### config.mk
export PLATFORM = sky130hd
export DESIGN_NAME = usc_top
export DESIGN_NICKNAME = d
export VERILOG_FILES = /design/src/core/usc_pkg.sv /design/src/core/usc_top.sv /design/src/core/usc_sync.sv /design/src/core/usc_sticky.sv
export VERILOG_INCLUDE_DIRS = /design/src /design/src/core
export SDC_FILE = /design/constraint.sdc
export NUM_CORES = 1
export LEC_CHECK = 0
export ABC_AREA = 1
export BUFFER_PORTS_ARGS = -buffer_cell sky130_fd_sc_hd__buf_2
export CORE_MARGIN = 1.5
export CORE_UTILIZATION = 30
export CTS_BUF_LIST = sky130_fd_sc_hd__clkbuf_2
export DETAILED_ROUTE_END_ITERATION = 16
export GPL_TIMING_DRIVEN = 0
export PLACE_DENSITY = 0.57
export SLEW_MARGIN = 20
export SYNTH_ARGS = -nofsm -noshare
export SYNTH_HDL_FRONTEND = slang
export SYNTH_SLANG_ARGS = --single-unit
### constraint.sdc
create_clock -name ref_clk -period 2.02 [get_ports ref_clk]
set_input_delay 0 -clock ref_clk [delete_from_list [all_inputs] [get_ports ref_clk]]
set_output_delay 0 -clock ref_clk [all_outputs]
set_load 0.02 [all_outputs]
### src/core/usc_map.svh
// register offsets, field positions and reset values of the serial control block
`ifndef USC_MAP_SVH
`define USC_MAP_SVH
`define USC_OFS_CTRL 8'h00
`define USC_OFS_MODE 8'h04
`define USC_OFS_DATA 8'h08
`define USC_OFS_DIV 8'h0c
`define USC_OFS_INT_ST 8'h10
`define USC_OFS_INT_CLR 8'h14
`define USC_OFS_INT_EN 8'h18
`define USC_CTRL_PARITY_ERROR_FLAG 6
`define USC_CTRL_REN 4
`define USC_CTRL_ETX 3
`define USC_CTRL_ERX 2
`define USC_CTRL_TXD 1
`define USC_CTRL_RXR 0
`define USC_MODE_BUSY 7
`define USC_MODE_SPT_HI 6
`define USC_MODE_SPT_LO 5
`define USC_MODE_PE 4
`define USC_MODE_XBE 1
`define USC_INT_RX 0
`define USC_INT_TX 1
`define USC_INT_PARITY_ERROR_FLAG 2
`define USC_DIV_RST 16'h01b2
`define USC_RESP_OKAY 2'h0
`define USC_RESP_SLVERR 2'h2
`endif

### src/core/usc_pkg.sv
// types shared by the serial control block
package usc_pkg;
  typedef enum logic [4:0] {
    USC_IDLE = 5'h01,
    USC_START = 5'h02,
    USC_DATA = 5'h04,
    USC_EXTRA = 5'h08,
    USC_STOP = 5'h10
  } usc_state_t;
  typedef enum logic [1:0] {
    USC_PAR_ODD = 2'h0,
    USC_PAR_EVEN = 2'h1,
    USC_PAR_MARK = 2'h2,
    USC_PAR_SPACE = 2'h3
  } usc_parity_t;
endpackage : usc_pkg

### src/core/usc_top.sv
// serial port control and status flags with axi4-lite register access
//
// The register addresses and the AXI4-Lite register port were decided locally.
`include "usc_map.svh"
// How it works
// - parity error flag 0 clear, 1 seen, sticky
// - flag set when oldest byte parity mismatches
// - receive disabled stops loading, reads still work
// - extra bit carries extra_tx_bit without parity
// - extra_rx_bit captured only with extra bit enabled
// - extra-bit enable adds one bit per character when parity is off
// - tx done set at stop bit start
// - enabled tx done requests interrupt, software clears
// - rx ready set at stop sampling instant
// - rx ready follows receive fifo occupancy
// - rx ready cleared by hardware when empty
// - empty read returns last byte, fifo unchanged
module usc_top import usc_pkg::*; #(
  parameter int DEPTH = 4
) (
  input wire logic ref_clk,
  input wire logic reset_n,
  input wire logic [7:0] s_axi_awaddr,
  input wire logic s_axi_awvalid,
  output logic s_axi_awready,
  input wire logic [31:0] s_axi_wdata,
  input wire logic [3:0] s_axi_wstrb,
  input wire logic s_axi_wvalid,
  output logic s_axi_wready,
  output logic [1:0] s_axi_bresp,
  output logic s_axi_bvalid,
  input wire logic s_axi_bready,
  input wire logic [7:0] s_axi_araddr,
  input wire logic s_axi_arvalid,
  output logic s_axi_arready,
  output logic [31:0] s_axi_rdata,
  output logic [1:0] s_axi_rresp,
  output logic s_axi_rvalid,
  input wire logic s_axi_rready,
  input wire logic rx_pin,
  output logic tx_pin,
  output logic irq
);
  localparam int AW = $clog2(DEPTH);
  logic [7:0] aw_q;
  logic [7:0] w_q;
  logic [1:0] ws_q;
  logic [15:0] w16_q;
  logic aw_hold;
  logic w_hold;
  logic wr_go;
  logic rd_go;
  logic next_aw_hold;
  logic next_w_hold;
  logic next_bvalid;
  logic ren;
  logic etx;
  logic erx;
  logic pe;
  logic extra_bit_enable;
  usc_parity_t spt;
  logic [15:0] div;
  logic [2:0] int_en;
  logic [2:0] int_st;
  logic [2:0] int_set;
  logic [2:0] int_clr;
  logic [1:0] flags;
  logic [1:0] flag_set;
  logic [1:0] flag_clr;
  logic rx_level;
  logic rx_ready_flag;
  logic [7:0] last_rx;
  logic [8:0] fifo [DEPTH];
  logic [AW-1:0] wp;
  logic [AW-1:0] rp;
  logic [AW:0] cnt;
  logic [AW:0] next_cnt;
  logic push;
  logic pop;
  usc_state_t rx_st;
  usc_state_t tx_st;
  logic [15:0] rx_tmr;
  logic [15:0] tx_tmr;
  logic [2:0] rx_idx;
  logic [2:0] tx_idx;
  logic [7:0] rx_sh;
  logic [7:0] tx_sh;
  logic rx_bad;
  logic tx_go;
  logic tx_stop_go;
  logic ctrl_wr;

  function automatic logic par_bit(input logic [7:0] d, input usc_parity_t t);
    case (t)
      USC_PAR_ODD: par_bit = ~^d;
      USC_PAR_EVEN: par_bit = ^d;
      USC_PAR_MARK: par_bit = 1'b1;
      default: par_bit = 1'b0;
    endcase
  endfunction : par_bit

  usc_sync u_rx_sync (
    .ref_clk(ref_clk),
    .reset_n(reset_n),
    .pin(rx_pin),
    .level(rx_level)
  );

  // write path: address and data taken in either order
  assign wr_go = aw_hold && w_hold && !s_axi_bvalid;
  assign rd_go = s_axi_arvalid && s_axi_arready;
  assign ctrl_wr = wr_go && aw_q == `USC_OFS_CTRL && ws_q[0];

  always_comb
  begin
    next_aw_hold = (aw_hold || (s_axi_awvalid && s_axi_awready)) && !wr_go;
    next_w_hold = (w_hold || (s_axi_wvalid && s_axi_wready)) && !wr_go;
    next_bvalid = wr_go || (s_axi_bvalid && !s_axi_bready);
  end

  always_ff @(posedge ref_clk or negedge reset_n)
  begin
    if (!reset_n)
    begin
      aw_hold <= 1'b0;
      w_hold <= 1'b0;
      s_axi_awready <= 1'b0;
      s_axi_wready <= 1'b0;
      s_axi_bvalid <= 1'b0;
      s_axi_bresp <= `USC_RESP_OKAY;
      aw_q <= 8'h00;
      w_q <= 8'h00;
      ws_q <= 2'h0;
      w16_q <= 16'h0000;
    end
    else
    begin
      aw_hold <= next_aw_hold;
      w_hold <= next_w_hold;
      s_axi_awready <= !next_aw_hold && !next_bvalid;
      s_axi_wready <= !next_w_hold && !next_bvalid;
      s_axi_bvalid <= next_bvalid;
      if (s_axi_awvalid && s_axi_awready)
        aw_q <= s_axi_awaddr;
      if (s_axi_wvalid && s_axi_wready)
      begin
        w_q <= s_axi_wdata[7:0];
        w16_q <= s_axi_wdata[15:0];
        ws_q <= s_axi_wstrb[1:0];
      end
      if (wr_go)
        s_axi_bresp <= (aw_q > `USC_OFS_INT_EN || aw_q[1:0] != 2'h0) ?
          `USC_RESP_SLVERR : `USC_RESP_OKAY;
    end
  end

  // software control fields
  always_ff @(posedge ref_clk or negedge reset_n)
  begin
    if (!reset_n)
    begin
      ren <= 1'b0;
      etx <= 1'b0;
      pe <= 1'b0;
      extra_bit_enable <= 1'b0;
      spt <= USC_PAR_ODD;
      div <= `USC_DIV_RST;
      int_en <= 3'h0;
    end
    else if (wr_go && ws_q[0])
    begin
      case (aw_q)
        `USC_OFS_CTRL:
        begin
          ren <= w_q[`USC_CTRL_REN];
          etx <= w_q[`USC_CTRL_ETX];
        end
        `USC_OFS_MODE:
        begin
          pe <= w_q[`USC_MODE_PE];
          extra_bit_enable <= w_q[`USC_MODE_XBE];
          spt <= usc_parity_t'(w_q[`USC_MODE_SPT_HI:`USC_MODE_SPT_LO]);
        end
        `USC_OFS_DIV: div <= ws_q[1] ? w16_q : {div[15:8], w_q};
        `USC_OFS_INT_EN: int_en <= w_q[2:0];
        default: ;
      endcase
    end
  end

  // flags[0] parity error, flags[1] tx done; writing 0 clears, 1 keeps
  assign flag_set[0] = pe && cnt != '0 && fifo[rp][8];
  assign flag_set[1] = tx_stop_go;
  assign flag_clr[0] = ctrl_wr && !w_q[`USC_CTRL_PARITY_ERROR_FLAG];
  assign flag_clr[1] = ctrl_wr && !w_q[`USC_CTRL_TXD];
  usc_sticky #(.W(2)) u_flags (
    .ref_clk(ref_clk),
    .reset_n(reset_n),
    .set(flag_set),
    .clr(flag_clr),
    .q(flags)
  );

  assign int_set = {flag_set[0], tx_stop_go, push};
  assign int_clr = (wr_go && ws_q[0] && aw_q == `USC_OFS_INT_CLR) ? w_q[2:0] : 3'h0;
  usc_sticky #(.W(3)) u_int (
    .ref_clk(ref_clk),
    .reset_n(reset_n),
    .set(int_set),
    .clr(int_clr),
    .q(int_st)
  );

  always_ff @(posedge ref_clk or negedge reset_n)
  begin
    if (!reset_n)
      irq <= 1'b0;
    else
      irq <= |(int_st & int_en);
  end

  // read path; a data read pops only while bytes are waiting
  assign pop = rd_go && s_axi_araddr == `USC_OFS_DATA && cnt != '0;

  always_ff @(posedge ref_clk or negedge reset_n)
  begin
    if (!reset_n)
    begin
      s_axi_arready <= 1'b0;
      s_axi_rvalid <= 1'b0;
      s_axi_rdata <= 32'h0;
      s_axi_rresp <= `USC_RESP_OKAY;
    end
    else
    begin
      s_axi_arready <= !(rd_go || (s_axi_rvalid && !s_axi_rready));
      if (rd_go)
      begin
        s_axi_rvalid <= 1'b1;
        s_axi_rresp <= `USC_RESP_OKAY;
        s_axi_rdata <= 32'h0;
        case (s_axi_araddr)
          `USC_OFS_CTRL: s_axi_rdata[7:0] <= {1'b0, flags[0], 1'b0, ren, etx, erx,
            flags[1], rx_ready_flag};
          `USC_OFS_MODE: s_axi_rdata[7:0] <= {tx_st != USC_IDLE, spt, pe, 2'h0, extra_bit_enable, 1'b0};
          `USC_OFS_DATA: s_axi_rdata[7:0] <= (cnt != '0) ? fifo[rp][7:0] : last_rx;
          `USC_OFS_DIV: s_axi_rdata[15:0] <= div;
          `USC_OFS_INT_ST: s_axi_rdata[2:0] <= int_st;
          `USC_OFS_INT_CLR: s_axi_rdata <= 32'h0;
          `USC_OFS_INT_EN: s_axi_rdata[2:0] <= int_en;
          default: s_axi_rresp <= `USC_RESP_SLVERR;
        endcase
      end
      else if (s_axi_rready)
        s_axi_rvalid <= 1'b0;
    end
  end

  // receive fifo; ready flag mirrors occupancy, overflow drops the byte
  always_comb
  begin
    next_cnt = cnt;
    if (push && !pop && cnt != DEPTH[AW:0])
      next_cnt = cnt + 1'b1;
    else if (pop && !push)
      next_cnt = cnt - 1'b1;
  end

  always_ff @(posedge ref_clk or negedge reset_n)
  begin
    if (!reset_n)
    begin
      wp <= '0;
      rp <= '0;
      cnt <= '0;
      rx_ready_flag <= 1'b0;
      last_rx <= 8'h00;
    end
    else
    begin
      cnt <= next_cnt;
      rx_ready_flag <= next_cnt != '0;
      if (pop)
        rp <= (rp == AW'(DEPTH - 1)) ? '0 : rp + 1'b1;
      if (push && (cnt != DEPTH[AW:0] || pop))
      begin
        fifo[wp] <= {rx_bad, rx_sh};
        wp <= (wp == AW'(DEPTH - 1)) ? '0 : wp + 1'b1;
        last_rx <= rx_sh;
      end
    end
  end

  // receiver: samples mid-bit, pushes at the stop sample
  assign push = rx_st == USC_STOP && rx_tmr == 16'h0 && ren;

  always_ff @(posedge ref_clk or negedge reset_n)
  begin
    if (!reset_n)
    begin
      rx_st <= USC_IDLE;
      rx_tmr <= 16'h0;
      rx_idx <= 3'h0;
      rx_sh <= 8'h00;
      rx_bad <= 1'b0;
      erx <= 1'b0;
    end
    else
    begin
      rx_tmr <= (rx_tmr == 16'h0) ? div : rx_tmr - 1'b1;
      case (rx_st)
        USC_IDLE:
        begin
          rx_tmr <= {1'b0, div[15:1]};
          rx_bad <= 1'b0;
          if (!rx_level)
            rx_st <= USC_START;
        end
        USC_START:
          if (rx_tmr == 16'h0)
          begin
            rx_idx <= 3'h0;
            rx_st <= rx_level ? USC_IDLE : USC_DATA;
          end
        USC_DATA:
          if (rx_tmr == 16'h0)
          begin
            rx_sh <= {rx_level, rx_sh[7:1]};
            rx_idx <= rx_idx + 1'b1;
            if (rx_idx == 3'h7)
              rx_st <= (pe || extra_bit_enable) ? USC_EXTRA : USC_STOP;
          end
        USC_EXTRA:
          if (rx_tmr == 16'h0)
          begin
            if (pe)
              rx_bad <= rx_level != par_bit(rx_sh, spt);
            if (extra_bit_enable)
              erx <= rx_level;
            rx_st <= USC_STOP;
          end
        USC_STOP:
          if (rx_tmr == 16'h0)
            rx_st <= USC_IDLE;
        default: rx_st <= USC_IDLE;
      endcase
    end
  end

  // transmitter: a data write while busy is ignored
  assign tx_go = wr_go && ws_q[0] && aw_q == `USC_OFS_DATA && tx_st == USC_IDLE;
  assign tx_stop_go = tx_tmr == 16'h0 && ((tx_st == USC_EXTRA) ||
    (tx_st == USC_DATA && tx_idx == 3'h7 && !(pe || extra_bit_enable)));

  always_ff @(posedge ref_clk or negedge reset_n)
  begin
    if (!reset_n)
    begin
      tx_st <= USC_IDLE;
      tx_tmr <= 16'h0;
      tx_idx <= 3'h0;
      tx_sh <= 8'h00;
      tx_pin <= 1'b1;
    end
    else
    begin
      tx_tmr <= (tx_tmr == 16'h0) ? div : tx_tmr - 1'b1;
      case (tx_st)
        USC_IDLE:
          if (tx_go)
          begin
            tx_sh <= w_q;
            tx_pin <= 1'b0;
            tx_tmr <= div;
            tx_st <= USC_START;
          end
        USC_START:
          if (tx_tmr == 16'h0)
          begin
            tx_pin <= tx_sh[0];
            tx_idx <= 3'h0;
            tx_st <= USC_DATA;
          end
        USC_DATA:
          if (tx_tmr == 16'h0)
          begin
            tx_idx <= tx_idx + 1'b1;
            if (tx_idx == 3'h7)
            begin
              tx_st <= (pe || extra_bit_enable) ? USC_EXTRA : USC_STOP;
              tx_pin <= !(pe || extra_bit_enable) ? 1'b1 : pe ? par_bit(tx_sh, spt) : etx;
            end
            else
              tx_pin <= tx_sh[tx_idx + 3'h1];
          end
        USC_EXTRA:
          if (tx_tmr == 16'h0)
          begin
            tx_pin <= 1'b1;
            tx_st <= USC_STOP;
          end
        USC_STOP:
          if (tx_tmr == 16'h0)
            tx_st <= USC_IDLE;
        default: tx_st <= USC_IDLE;
      endcase
    end
  end
endmodule : usc_top

### src/core/usc_sync.sv
// three-stage input synchroniser with agreement filter
module usc_sync (
  input wire logic ref_clk,
  input wire logic reset_n,
  input wire logic pin,
  output logic level
);
  logic s1;
  logic s2;
  logic s3;

  always_ff @(posedge ref_clk or negedge reset_n)
  begin
    if (!reset_n)
    begin
      s1 <= 1'b1;
      s2 <= 1'b1;
      s3 <= 1'b1;
      level <= 1'b1;
    end
    else
    begin
      s1 <= pin;
      s2 <= s1;
      s3 <= s2;
      if (s2 == s3)
        level <= s3;
    end
  end
endmodule : usc_sync

### src/core/usc_sticky.sv
// sticky flags, set wins over clear
module usc_sticky #(
  parameter int W = 1
) (
  input wire logic ref_clk,
  input wire logic reset_n,
  input wire logic [W-1:0] set,
  input wire logic [W-1:0] clr,
  output logic [W-1:0] q
);
  always_ff @(posedge ref_clk or negedge reset_n)
  begin
    if (!reset_n)
      q <= '0;
    else
      q <= (q & ~clr) | set;
  end
endmodule : usc_sticky

==> results.toml, run 1 <==
[sta]
maxSlewViolCount = 0
finalHoldViolations = 0
grt_setup_unrepaired = "true"
fmax_ghz = 0.4808
fin_ws_ns = -0.06000
setup_viol = 24
fin_crit_ns = 2.080
slew_headroom_pct = 43.58
setup_tns_ns = -0.5294
post-route-period-util_pct = 103.0
fin_skew_ns = 0.02919
tightest_slew_ns = 0.8398

[synthesis]
synth_ff_type = "dfrtp_1"
async_flop_share_pct = 82.44
synth_top_area_cell = "dfrtp_1"
synthCells = 1162
ys_warn_count = 0
syn_avg_cell_area_sq_um = 8.546
synth_seq_area_share_pct = 53.62
yosys.cell_types.count = 52
synth.top_cells.by_area = "dfrtp_1, nand2_1, edfxtp_1"
synth_top_cell_area_share_pct = 39.56
ys_ff_latch = 205
synth_edf_count = 36
synth_area_sq_um = 9931

[placement]
gp_congestion = 0.8763
post-place-ws_ns = -1.163
dp_hpwl_um = 19380
numPortBuffers = 66
dpl_cell_area_sq_um = 10940

[global_route]
grt_pass1_wl_um = 45020
antenna_found_initial = 1
grt_use_total_pct = 16.83
grt_max_degree = 75
overflow = 0
first_global_vias = 8579

[power]
p_total_mw = 12.90
peakVddDrop_mv = 0.7889
power.leakage_nw = 5.970
p_per_area_nw_per_um2 = 1013

[cts]
cts_inserted_buffers = 55
htree_levels = 2
cts-root-buf = "clkbuf_2"
clk-insertion-delay-late_ns = 0.82
cts_tree = "yes"
cts_buffer_depth = 3
cts.clk_slew.worst_paths_ns = 0.10
clock_sinks = 205

[setup_path]
crit_arrival_ns = 2.62
path_class = "reg -> reg"
cp.required_ns = 2.56
slowest_delay_ns = 0.40
critPathMaxFanout = 4
end_kind = "register"
cpMaxStageDelayCell = "dfrtp_1"
worstPathCellList = "inv_2 > ha_4 > nand4_1 > nor2_2 > nand2_2 > nor2_4 > o211ai_1 > buf_4 > nor2_4 > clkbuf_16"
critPathLaunchType = "register"
crit_buf_inv = 3
cpMostUsedCell = "nor2_4"
crit_family = "simple AND/OR/NAND/NOR gates"

[route]
drtAntennaViolNets = 0
wl_per_cell_um = 14.90
drc = 0
via_count = 8773
drt_pass1_iterations = 5
via_per_inst = 4.620
routed_wl_um = 28290
drt_iter0_drc = 554

[status]
violations = "negative setup slack"
status = "complete, but fails checks"

[floorplan]
io_pins = 103
die_h_um = 184.9
start_util_pct = 30.52
rows = 66
core_sq_um = 32540
die_x_um = 184.9
die_area_sq_um = 34200

[cells_and_area]
area_growth_pct = 28.17
finish.instance_area_sq_um = 12730
num-nets-final = 1486
fill_cells = 3357
drive_above_1_share_pct = 19.23

[worst_hold_path]
hold_class = "in -> async"

[flow_run]
maxCapViolations = 0
==> cell usage after synthesis (13+ instances only) <==
library cell and instances:
nor2_1 107, inv_1 133, xor2_1 18, nor3_1 14
nand3_1 43, a21oi_1 31, nand2_1 291, edfxtp_1 36
o21ai_0 154, clkbuf_1 13, o22ai_1 14, dfrtp_1 157
o21ai_1 13, buf_4 20, ha_1 15
==> where the power goes <==
part | switching [mW] | internal [mW] | leakage (nW)
Combinational | 2.75 | 1.51 | 3.07
Sequential | 0.647 | 5.08 | 2.51
Clock | 1.77 | 1.12 | 0.390
Total | 5.17 | 7.72 | 5.97
==> state kept, by name (all words and copies together) (netlist names), 3 cells and up <==
signal	cells
tx_tmr	16
tx_sh	8
div	16
w16_q	9
rx_st	5
rx_idx	3
rx_tmr	16
aw_q	8
fifo	36
rx_sh	8
tx_st	5
last_rx	8
cnt	3
int_en	3
w_q	7
u_int.q	3
tx_idx	3
s_axi_rdata	16
==> metrics by stage <==
step / hold slack [ns] / cells / utilization, %
after floorplan: -0.2956 / 1179 / -
final: 0.1460 / 1899 / 39.12
after detailed placement: -0.1231 / 1689 / 33.63
after CTS: 0.001733 / 1893 / 38.57
after global placement: 0.1049 / 1687 / 33.43
after global routing: 0.08203 / 1899 / 39.12
==> repair_timing <==
action | in CTS | in global routing
gates resized for setup | 29 | 38
gates cloned | 0 | 2
setup endpoints to repair | 78 | 99
hold buffers | 88 | 1
pin swaps | 8 | 9
buffers inserted | 14 | 4
hold endpoints to repair | 225 | 1
==> cells by family (layout without fill, tap and decap cells) <==
logic type      after synthesis  in the layout  synth area share [%]
buf+inv                     176            453                 7.534
flops                       205            205                 53.62
other cells                   1             19               0.03776
compound gates              244            244                 13.43
xor+xnor                     30             30                 2.646
simple gates                490            490                 20.74
fa+ha+maj                    16             16                 1.991
==> layout make-up <==
class                           count  area (sq um)  share of cell area (%)
Sequential cell                   205          5325                   41.84
Tap cell                          442         553.0                   4.345
Clock inverter                     17         73.82                  0.5800
Multi-Input combinational cell    798          4096                   32.18
Buffer                             37         234.0                   1.838
Timing Repair inverter              1         5.005                 0.03932
Timing Repair Buffer              176          1491                   11.72
Antenna cell                        1         2.502                 0.01966
Clock buffer                       85         425.4                   3.342
Inverter                          137         521.8                   4.099
==> tightest hold or removal path: cells and delay by family <==
kind | cells | cell delay, ns
buffers and inverters | 3 | 1.35
==> worst paths after layout <==
path	from	to	slack [ns]	cells past startpoint
setup / recovery	rx_tmr[1]	fifo[1][2]	-0.06	10
hold / removal	reset_n	pe	0.15	3
setup reg to reg	rx_tmr[1]	fifo[1][2]	-0.06	10
hold reg to reg	u_rx_sync.s1	u_rx_sync.s2	0.36	0
max in group asynchronous	reset_n	u_rx_sync.s3	1.18	4
min in group ref_clk	s_axi_wvalid	w16_q[14]	0.20	5
==> cell usage in the layout, fill, tap and decap left out, types with 10 or more instances in the layout <==
cell type | synthesis | layout
nand2_1 | 291 | 285
dfrtp_1 | 157 | 157
o21ai_0 | 154 | 148
inv_1 | 133 | 127
nor2_1 | 107 | 94
dlygate4sd3_1 | 0 | 89
clkbuf_2 | 2 | 88
buf_2 | 2 | 66
nand3_1 | 43 | 42
edfxtp_1 | 36 | 36
buf_4 | 20 | 32
a21oi_1 | 31 | 31
xor2_1 | 18 | 18
conb_1 | 1 | 18
o21ai_1 | 13 | 16
o22ai_1 | 14 | 13
clkinv_1 | 3 | 13
nand4_1 | 12 | 12
xnor2_1 | 12 | 12
ha_1 | 15 | 12
dfstp_2 | 12 | 12
nor3_1 | 14 | 11
nor2_4 | 2 | 10
clkbuf_1 | 13 | 10
o211ai_1 | 10 | 10
==> layer usage <==
layer / global-route usage, % / routed length [um]
met3: 3.264 / 1502
met4: 6.699 / 947
met5: 0 / 0
met1: 22.24 / 12690
met2: 27.10 / 13150
Power figures use the tool's default switching activity.
==> run 2, diff against run 1 <==
- ABC_AREA: 1 -> not set
- CTS_CLUSTER_SIZE: not set -> 28
- SYNTH_HIERARCHICAL: not set -> 1
==> run 2 against run 1 <==
Effect of this change: largest cell class unchanged; worst hold slack worse by 0.30 ns; register-to-register slack lost 0.29 ns; area after synthesis fell by 1.5%; critical endpoint is now fifo[3][2]; utilization rose by 2.8 points; highest routed layer unchanged; non-clock buffer count grew 38; sequential share of layout area shrank 1.8 points; synthesized cell count decreased by 27%; clock skew is 0.079 ns higher; combinational power increased by 6.3%; the flow finishes with violations (negative hold slack, negative setup slack); worst setup slack got worse by 0.29 ns.
==> results.toml, run 2 <==
[status]
status = "complete, but fails checks"
violations = "negative hold slack, negative setup slack"

[sta]
maxSlewViolCount = 0
setup_viol = 92
post-route-period-util_pct = 117.3
slew_headroom_pct = 53.87
fin_skew_ns = 0.1082
fmax_ghz = 0.4219
fin_hold_ws_ns = -0.1586
setup_tns_ns = -16.97
tightest_slew_ns = 0.6919
fin_ws_ns = -0.3504
grt_setup_unrepaired = "true"
fin_crit_ns = 2.370
finalHoldViolations = 4

[route]
wl_per_cell_um = 16.21
drc = 0
routed_wl_um = 26040
drtAntennaViolNets = 0
drt_iter0_drc = 407
via_per_inst = 4.712
drt_pass1_iterations = 4
via_count = 7568

[cts]
cts_tree = "yes"
cts_inserted_buffers = 57
htree_levels = 2
cts.clk_slew.worst_paths_ns = 0.11
cts_buffer_depth = 3
cts-root-buf = "clkbuf_2"
clock_sinks = 205
clk-insertion-delay-late_ns = 0.88

[synthesis]
yosysMostFrequentCell = "dfrtp_1"
synth_top_cell_area_share_pct = 40.17
synth_seq_area_share_pct = 54.45
ys_warn_count = 6
syn_avg_cell_area_sq_um = 11.60
muxShareOfSynthArea_pct = 13.34
async_flop_share_pct = 82.44
synth.top_cells.by_area = "dfrtp_1, edfxtp_1, mux2_2"
yosys.cell_types.count = 67
synthCells = 843
synth_top_area_cell = "dfrtp_1"
synth_top_family_by_area = "multiplexers"
ys_ff_latch = 205
synthAdderAreaFrac_pct = 2.162
synth-xor-area-share_pct = 4.120
synth_edf_count = 36
synth_ff_type = "dfrtp_1"
synth_common_cells = "dfrtp_1, nand2_1, mux2_2"
yosys.area_share.simple_pct = 12.67
synth_area_sq_um = 9779
synth_compound_area_share_pct = 9.468

[floorplan]
die_h_um = 183.6
core_sq_um = 31800
start_util_pct = 30.75
die_area_sq_um = 33690
io_pins = 103
rows = 65
die_x_um = 183.6

[worst_hold_path]
min_from = "s_axi_araddr[6]"
hold_class = "in -> reg"

[power]
pwr-share-comb_pct = 32.9
p_seq_share_pct = 43.3
power.share.switching_pct = 36.29
p_per_area_nw_per_um2 = 1035
power.internal_mw = 8.792
power.leakage_nw = 6.023
switching_power_mw = 5.008
power_frac_clock_pct = 23.8
peakVddDrop_mv = 0.7321

[setup_path]
crit_buf_inv = 2
cp.required_ns = 2.62
crit_arrival_ns = 2.97
slowest_delay_ns = 0.52
worstPathCellList = "or4b_4 > nor3b_2 > nand3_2 > a31oi_4 > buf_6 > and3_4 > buf_4"
timing.rr.start = "rx_st[1]"
critPathMaxFanout = 6
critPathLaunchType = "register"
crit_family = "simple AND/OR/NAND/NOR gates"
cpMaxStageDelayCell = "or4b_4"
path_class = "reg -> reg"
crit_path_start = "rx_st[1]"
end_kind = "register"

[cells_and_area]
drive_above_1_share_pct = 38.55
area_growth_pct = 36.30
mostFrequentLayoutCell = "dfrtp_1"
largest_register_ffs = 36
final_cell_mix = "dfrtp_1, clkbuf_2, dlygate4sd3_1, mux2_2, nand2_1"
num-nets-final = 1198
top_register = "fifo"
fill_cells = 2994
finish.instance_area_sq_um = 13330

[placement]
gp_congestion = 0.8170
post-place-ws_ns = -1.007
numPortBuffers = 65
dpl_cell_area_sq_um = 10850
dp_hpwl_um = 16480

[global_route]
antenna_found_initial = 1
grt_max_degree = 91
grt_use_total_pct = 15.41
overflow = 0
first_global_vias = 7681
grt_pass1_wl_um = 40910

[flow_run]
maxCapViolations = 0
-- run 2: changes by cell type after synthesis, moves of 12 or more --
cell     change
o21ai_1     -13
o21ai_0     -91
nand3_1     -32
xnor2_1     +21
inv_1      -108
nor2_1      -54
mux2_2      +79
mux2i_1     +13
o22ai_1     -14
a22o_1      +12
nand2_1    -202
-- run 2: layout make-up --
class | count | area, sq um | area share [%]
Timing Repair Buffer | 205 | 1738 | 13.04
Multi-Input combinational cell | 582 | 4681 | 35.12
Buffer | 46 | 357.8 | 2.685
Tap cell | 435 | 544.3 | 4.083
Clock inverter | 18 | 132.6 | 0.9950
Clock buffer | 89 | 445.4 | 3.342
Sequential cell | 205 | 5331 | 40.00
Antenna cell | 1 | 2.502 | 0.01877
Inverter | 25 | 96.34 | 0.7228
-- run 2: cells by family (layout without fill, tap and decap cells) --
| kind of cell | Yosys count | after routing |
|---|---|---|
| compound gates | 148 | 148 |
| flops | 205 | 205 |
| simple gates | 247 | 247 |
| buf+inv | 73 | 383 |
| other cells | 1 | 19 |
| fa+ha+maj | 17 | 17 |
| mux | 106 | 106 |
| xor+xnor | 46 | 46 |
-- run 2: power groups by stage --
stage / clock network [mW] / logic, mW / registers, mW
floorplan: 0 / 2.55 / 5.70
global placement: 0 / 3.30 / 5.94
detailed placement: 0 / 3.36 / 5.95
CTS: 3.40 / 4.15 / 5.89
global route: 3.64 / 5.01 / 6.09
finish: 3.28 / 4.54 / 5.98
-- run 2: what timing repair did --
| action | in CTS | in global routing |
|---|---|---|
| endpoints found under the setup margin | 152 | 145 |
| hold buffers | 91 | 1 |
| cloned | 0 | 2 |
| pin swaps | 19 | 21 |
| resized for setup | 73 | 112 |
| hold endpoints to repair | 248 | 6 |
| buffers inserted | 26 | 19 |
-- run 2: path summary, 6_finish.rpt --
| kind | endpoint | slack (ns) | cells after the start |
|---|---|---|---|
| max in group asynchronous | tx_sh[0] | 0.84 | 4 |
| hold reg to reg | u_rx_sync/s3 | 0.36 | 0 |
| hold / removal | rp[1] | -0.16 | 7 |
| min in group asynchronous | rx_sh[4] | 0.25 | 3 |
| setup reg to reg | fifo[3][2] | -0.35 | 7 |
| setup / recovery | fifo[3][2] | -0.35 | 7 |
-- run 2: tightest hold or removal path, stage by stage --
cell and delay [ns]:
buf_2 0.08, or4_4 0.13, or4_4 0.12, buf_6 0.12
nor3_1 0.11, nand2_1 0.08, nand2_1 0.04
-- run 2: through the flow --
step                      hold slack [ns]  power (mW)  util (%)  std cells
after floorplan                   -0.2956       8.250         -        860
after global placement             0.1056       9.236     34.01       1360
after detailed placement          0.06961       9.312     34.13       1361
after CTS                         -0.2494       13.44     40.24       1583
after global routing              -0.2008       14.73     41.92       1606
final                             -0.1586       13.80     41.92       1606
-- run 2: per-layer routing --
metal / part of all wire (%) / track usage [%] / vias to the layer above
met2: 49 / 25.79 / 166
met3: 4.4 / 3.051 / 51
met4: 2.5 / 5.705 / 0
met5: 0 / 0 / -
met1: 44 / 19.71 / 3756
li1: - / - / 3595
==> run 3, diff against run 2 <==
- CORE_ASPECT_RATIO: not set -> 0.9
- CTS_CLUSTER_SIZE: 28 -> not set
==> run 3 against run 2 <==
Effect of this change: critical endpoint is now fifo[0][7]; count of clock-buffer cells in the layout increased by 1; clock skew decreased by 0.074 ns; highest routed layer unchanged; first-iteration DRC count increased by 7.4%; maximum frequency increased by 4.1%; the run still ends with negative hold slack, negative setup slack left.
==> results.toml, run 3 (synthesis results as in run 2) <==
[status]
status = "complete, but fails checks"
violations = "negative hold slack, negative setup slack"

[floorplan]
die_area_sq_um = 33690
start_util_pct = 30.60
core_sq_um = 31960
die_h_um = 174.3
die_x_um = 193.3
io_pins = 103
rows = 62

[sta]
fin_skew_ns = 0.03424
setup_viol = 100
maxSlewViolCount = 0
fin_ws_ns = -0.2561
tightest_slew_ns = 0.6556
fin_crit_ns = 2.276
fin_hold_ws_ns = -0.1224
finalHoldViolations = 3
post-route-period-util_pct = 112.7
slew_headroom_pct = 56.29
fmax_ghz = 0.4394
grt_setup_unrepaired = "true"

[placement]
gp_congestion = 0.8762
numPortBuffers = 65
dp_hpwl_um = 16750
dpl_cell_area_sq_um = 10830
post-place-ws_ns = -0.9653

[global_route]
grt_use_total_pct = 15.74
overflow = 0
grt_pass1_wl_um = 42420
first_global_vias = 7849
grt_max_degree = 97
antenna_found_initial = 1

[route]
via_per_inst = 4.809
wl_per_cell_um = 16.67
drt_iter0_drc = 437
via_count = 7660
routed_wl_um = 26560
drtAntennaViolNets = 0
drc = 0
drt_pass1_iterations = 5

[power]
switching_power_mw = 5.093
power.share.switching_pct = 36.74
peakVddDrop_mv = 0.7902
pwr-share-comb_pct = 35.9
power_frac_clock_pct = 20.9
power.leakage_nw = 6.116
p_total_mw = 13.86
p_seq_share_pct = 43.2
p_per_area_nw_per_um2 = 1026
power.internal_mw = 8.768

[cts]
cts-root-buf = "clkbuf_2"
cts_buffer_depth = 3
cts_inserted_buffers = 55
cts.clk_slew.worst_paths_ns = 0.10
htree_levels = 2
clk-insertion-delay-late_ns = 0.80
cts_tree = "yes"
clock_sinks = 205

[setup_path]
critPathLaunchType = "register"
end_kind = "register"
slowest_delay_ns = 0.55
cp.required_ns = 2.50
worstPathCellList = "or4b_4 > nor3b_2 > nand3_2 > a31oi_4 > buf_6 > and3_4"
critPathMaxFanout = 5
crit_arrival_ns = 2.75
path_class = "reg -> reg"
cpMaxStageDelayCell = "or4b_4"
reg2reg_slack_ns = -0.26

[cells_and_area]
drive_above_1_share_pct = 40.82
finish.instance_area_sq_um = 13500
area_growth_pct = 38.09
final_cell_mix = "dfrtp_1, clkbuf_2, dlygate4sd3_1, nand2_1, mux2_2"
largest_register_ffs = 36
top_register = "fifo"
mostFrequentLayoutCell = "dfrtp_1"
num-nets-final = 1209

[worst_hold_path]
hold_class = "in -> reg"

[flow_run]
maxCapViolations = 0
==> run 3: changes by cell type in the layout (fill, tap and decap cells not counted), sizes merged <==
| cell | change |
|---|---|
| dlygate4sd3 | -2 |
| clkbuf | +2 |
| clkinvlp | -1 |
| and3 | +4 |
| buf | +10 |
| bufinv | -2 |
| clkinv | -5 |
==> run 3: per-stage QoR <==
step | hold WS (ns) | TNS (ns) | util (%) | instances
floorplan | -0.2956 | -26.05 | - | 860
global placement | 0.1077 | -433.52 | 33.77 | 1341
detailed placement | 0.03922 | -82.97 | 33.88 | 1342
CTS | -0.2227 | -18.54 | 40.74 | 1570
global route | -0.1731 | -21.96 | 42.25 | 1593
finish | -0.1224 | -14.95 | 42.25 | 1593
==> run 3: final timing paths <==
check / end / depth (start not counted) / start
worst max-delay path: fifo[0][7] / 6 / rx_st[1]
worst min-delay path: rp[1] / 7 / s_axi_araddr[6]
worst max register to register: fifo[0][7] / 6 / rx_st[1]
worst min register to register: u_rx_sync/s2 / 0 / u_rx_sync/s1
max in group asynchronous: rx_tmr[11] / 4 / reset_n
min in group asynchronous: last_rx[1] / 3 / reset_n
==> run 3: power by group through the flow <==
stage / logic (mW) / clock network (mW) / registers [mW]
after floorplan: 2.55 / 0 / 5.70
after global placement: 3.32 / 0 / 5.95
after detailed placement: 3.39 / 0 / 5.97
after CTS: 4.33 / 3.01 / 5.92
after global routing: 5.46 / 3.24 / 6.10
final: 4.98 / 2.89 / 5.99
==> run 3: layer usage <==
layer  GRT usage [%]  wire, um  up-vias
met5               0         0        -
li1                -         -     3622
met3           2.891      1273       42
met4           5.168       541        0
met2           25.46     12570      191
met1           21.28     12170     3805
==> run 3: repair_timing <==
item	in CTS	in global routing
gates resized for setup	127	105
endpoints found under the setup margin	154	157
pin swaps	34	36
cloned	8	1
hold buffers	89	1
endpoints found under the hold margin	246	5
buffers inserted	33	23
==> run 3: layout make-up <==
cell class	count	area [sq um]
Tap cell	416	520.5
Sequential cell	205	5333
Timing Repair Buffer	215	1848
Buffer	45	346.6
Clock inverter	10	38.79
Multi-Input combinational cell	586	4866
Clock buffer	90	450.4
Fill cell	3041	18460
Inverter	25	98.84
Antenna cell	1	2.502
==> run 3: worst max-delay path, delay by kind of cell, from the launching register on <==
family,cells,cell delay [ns]
buf+inv,1,0.15
simple gates,4,1.16
flops,1,0.40
compound gates,1,0.26
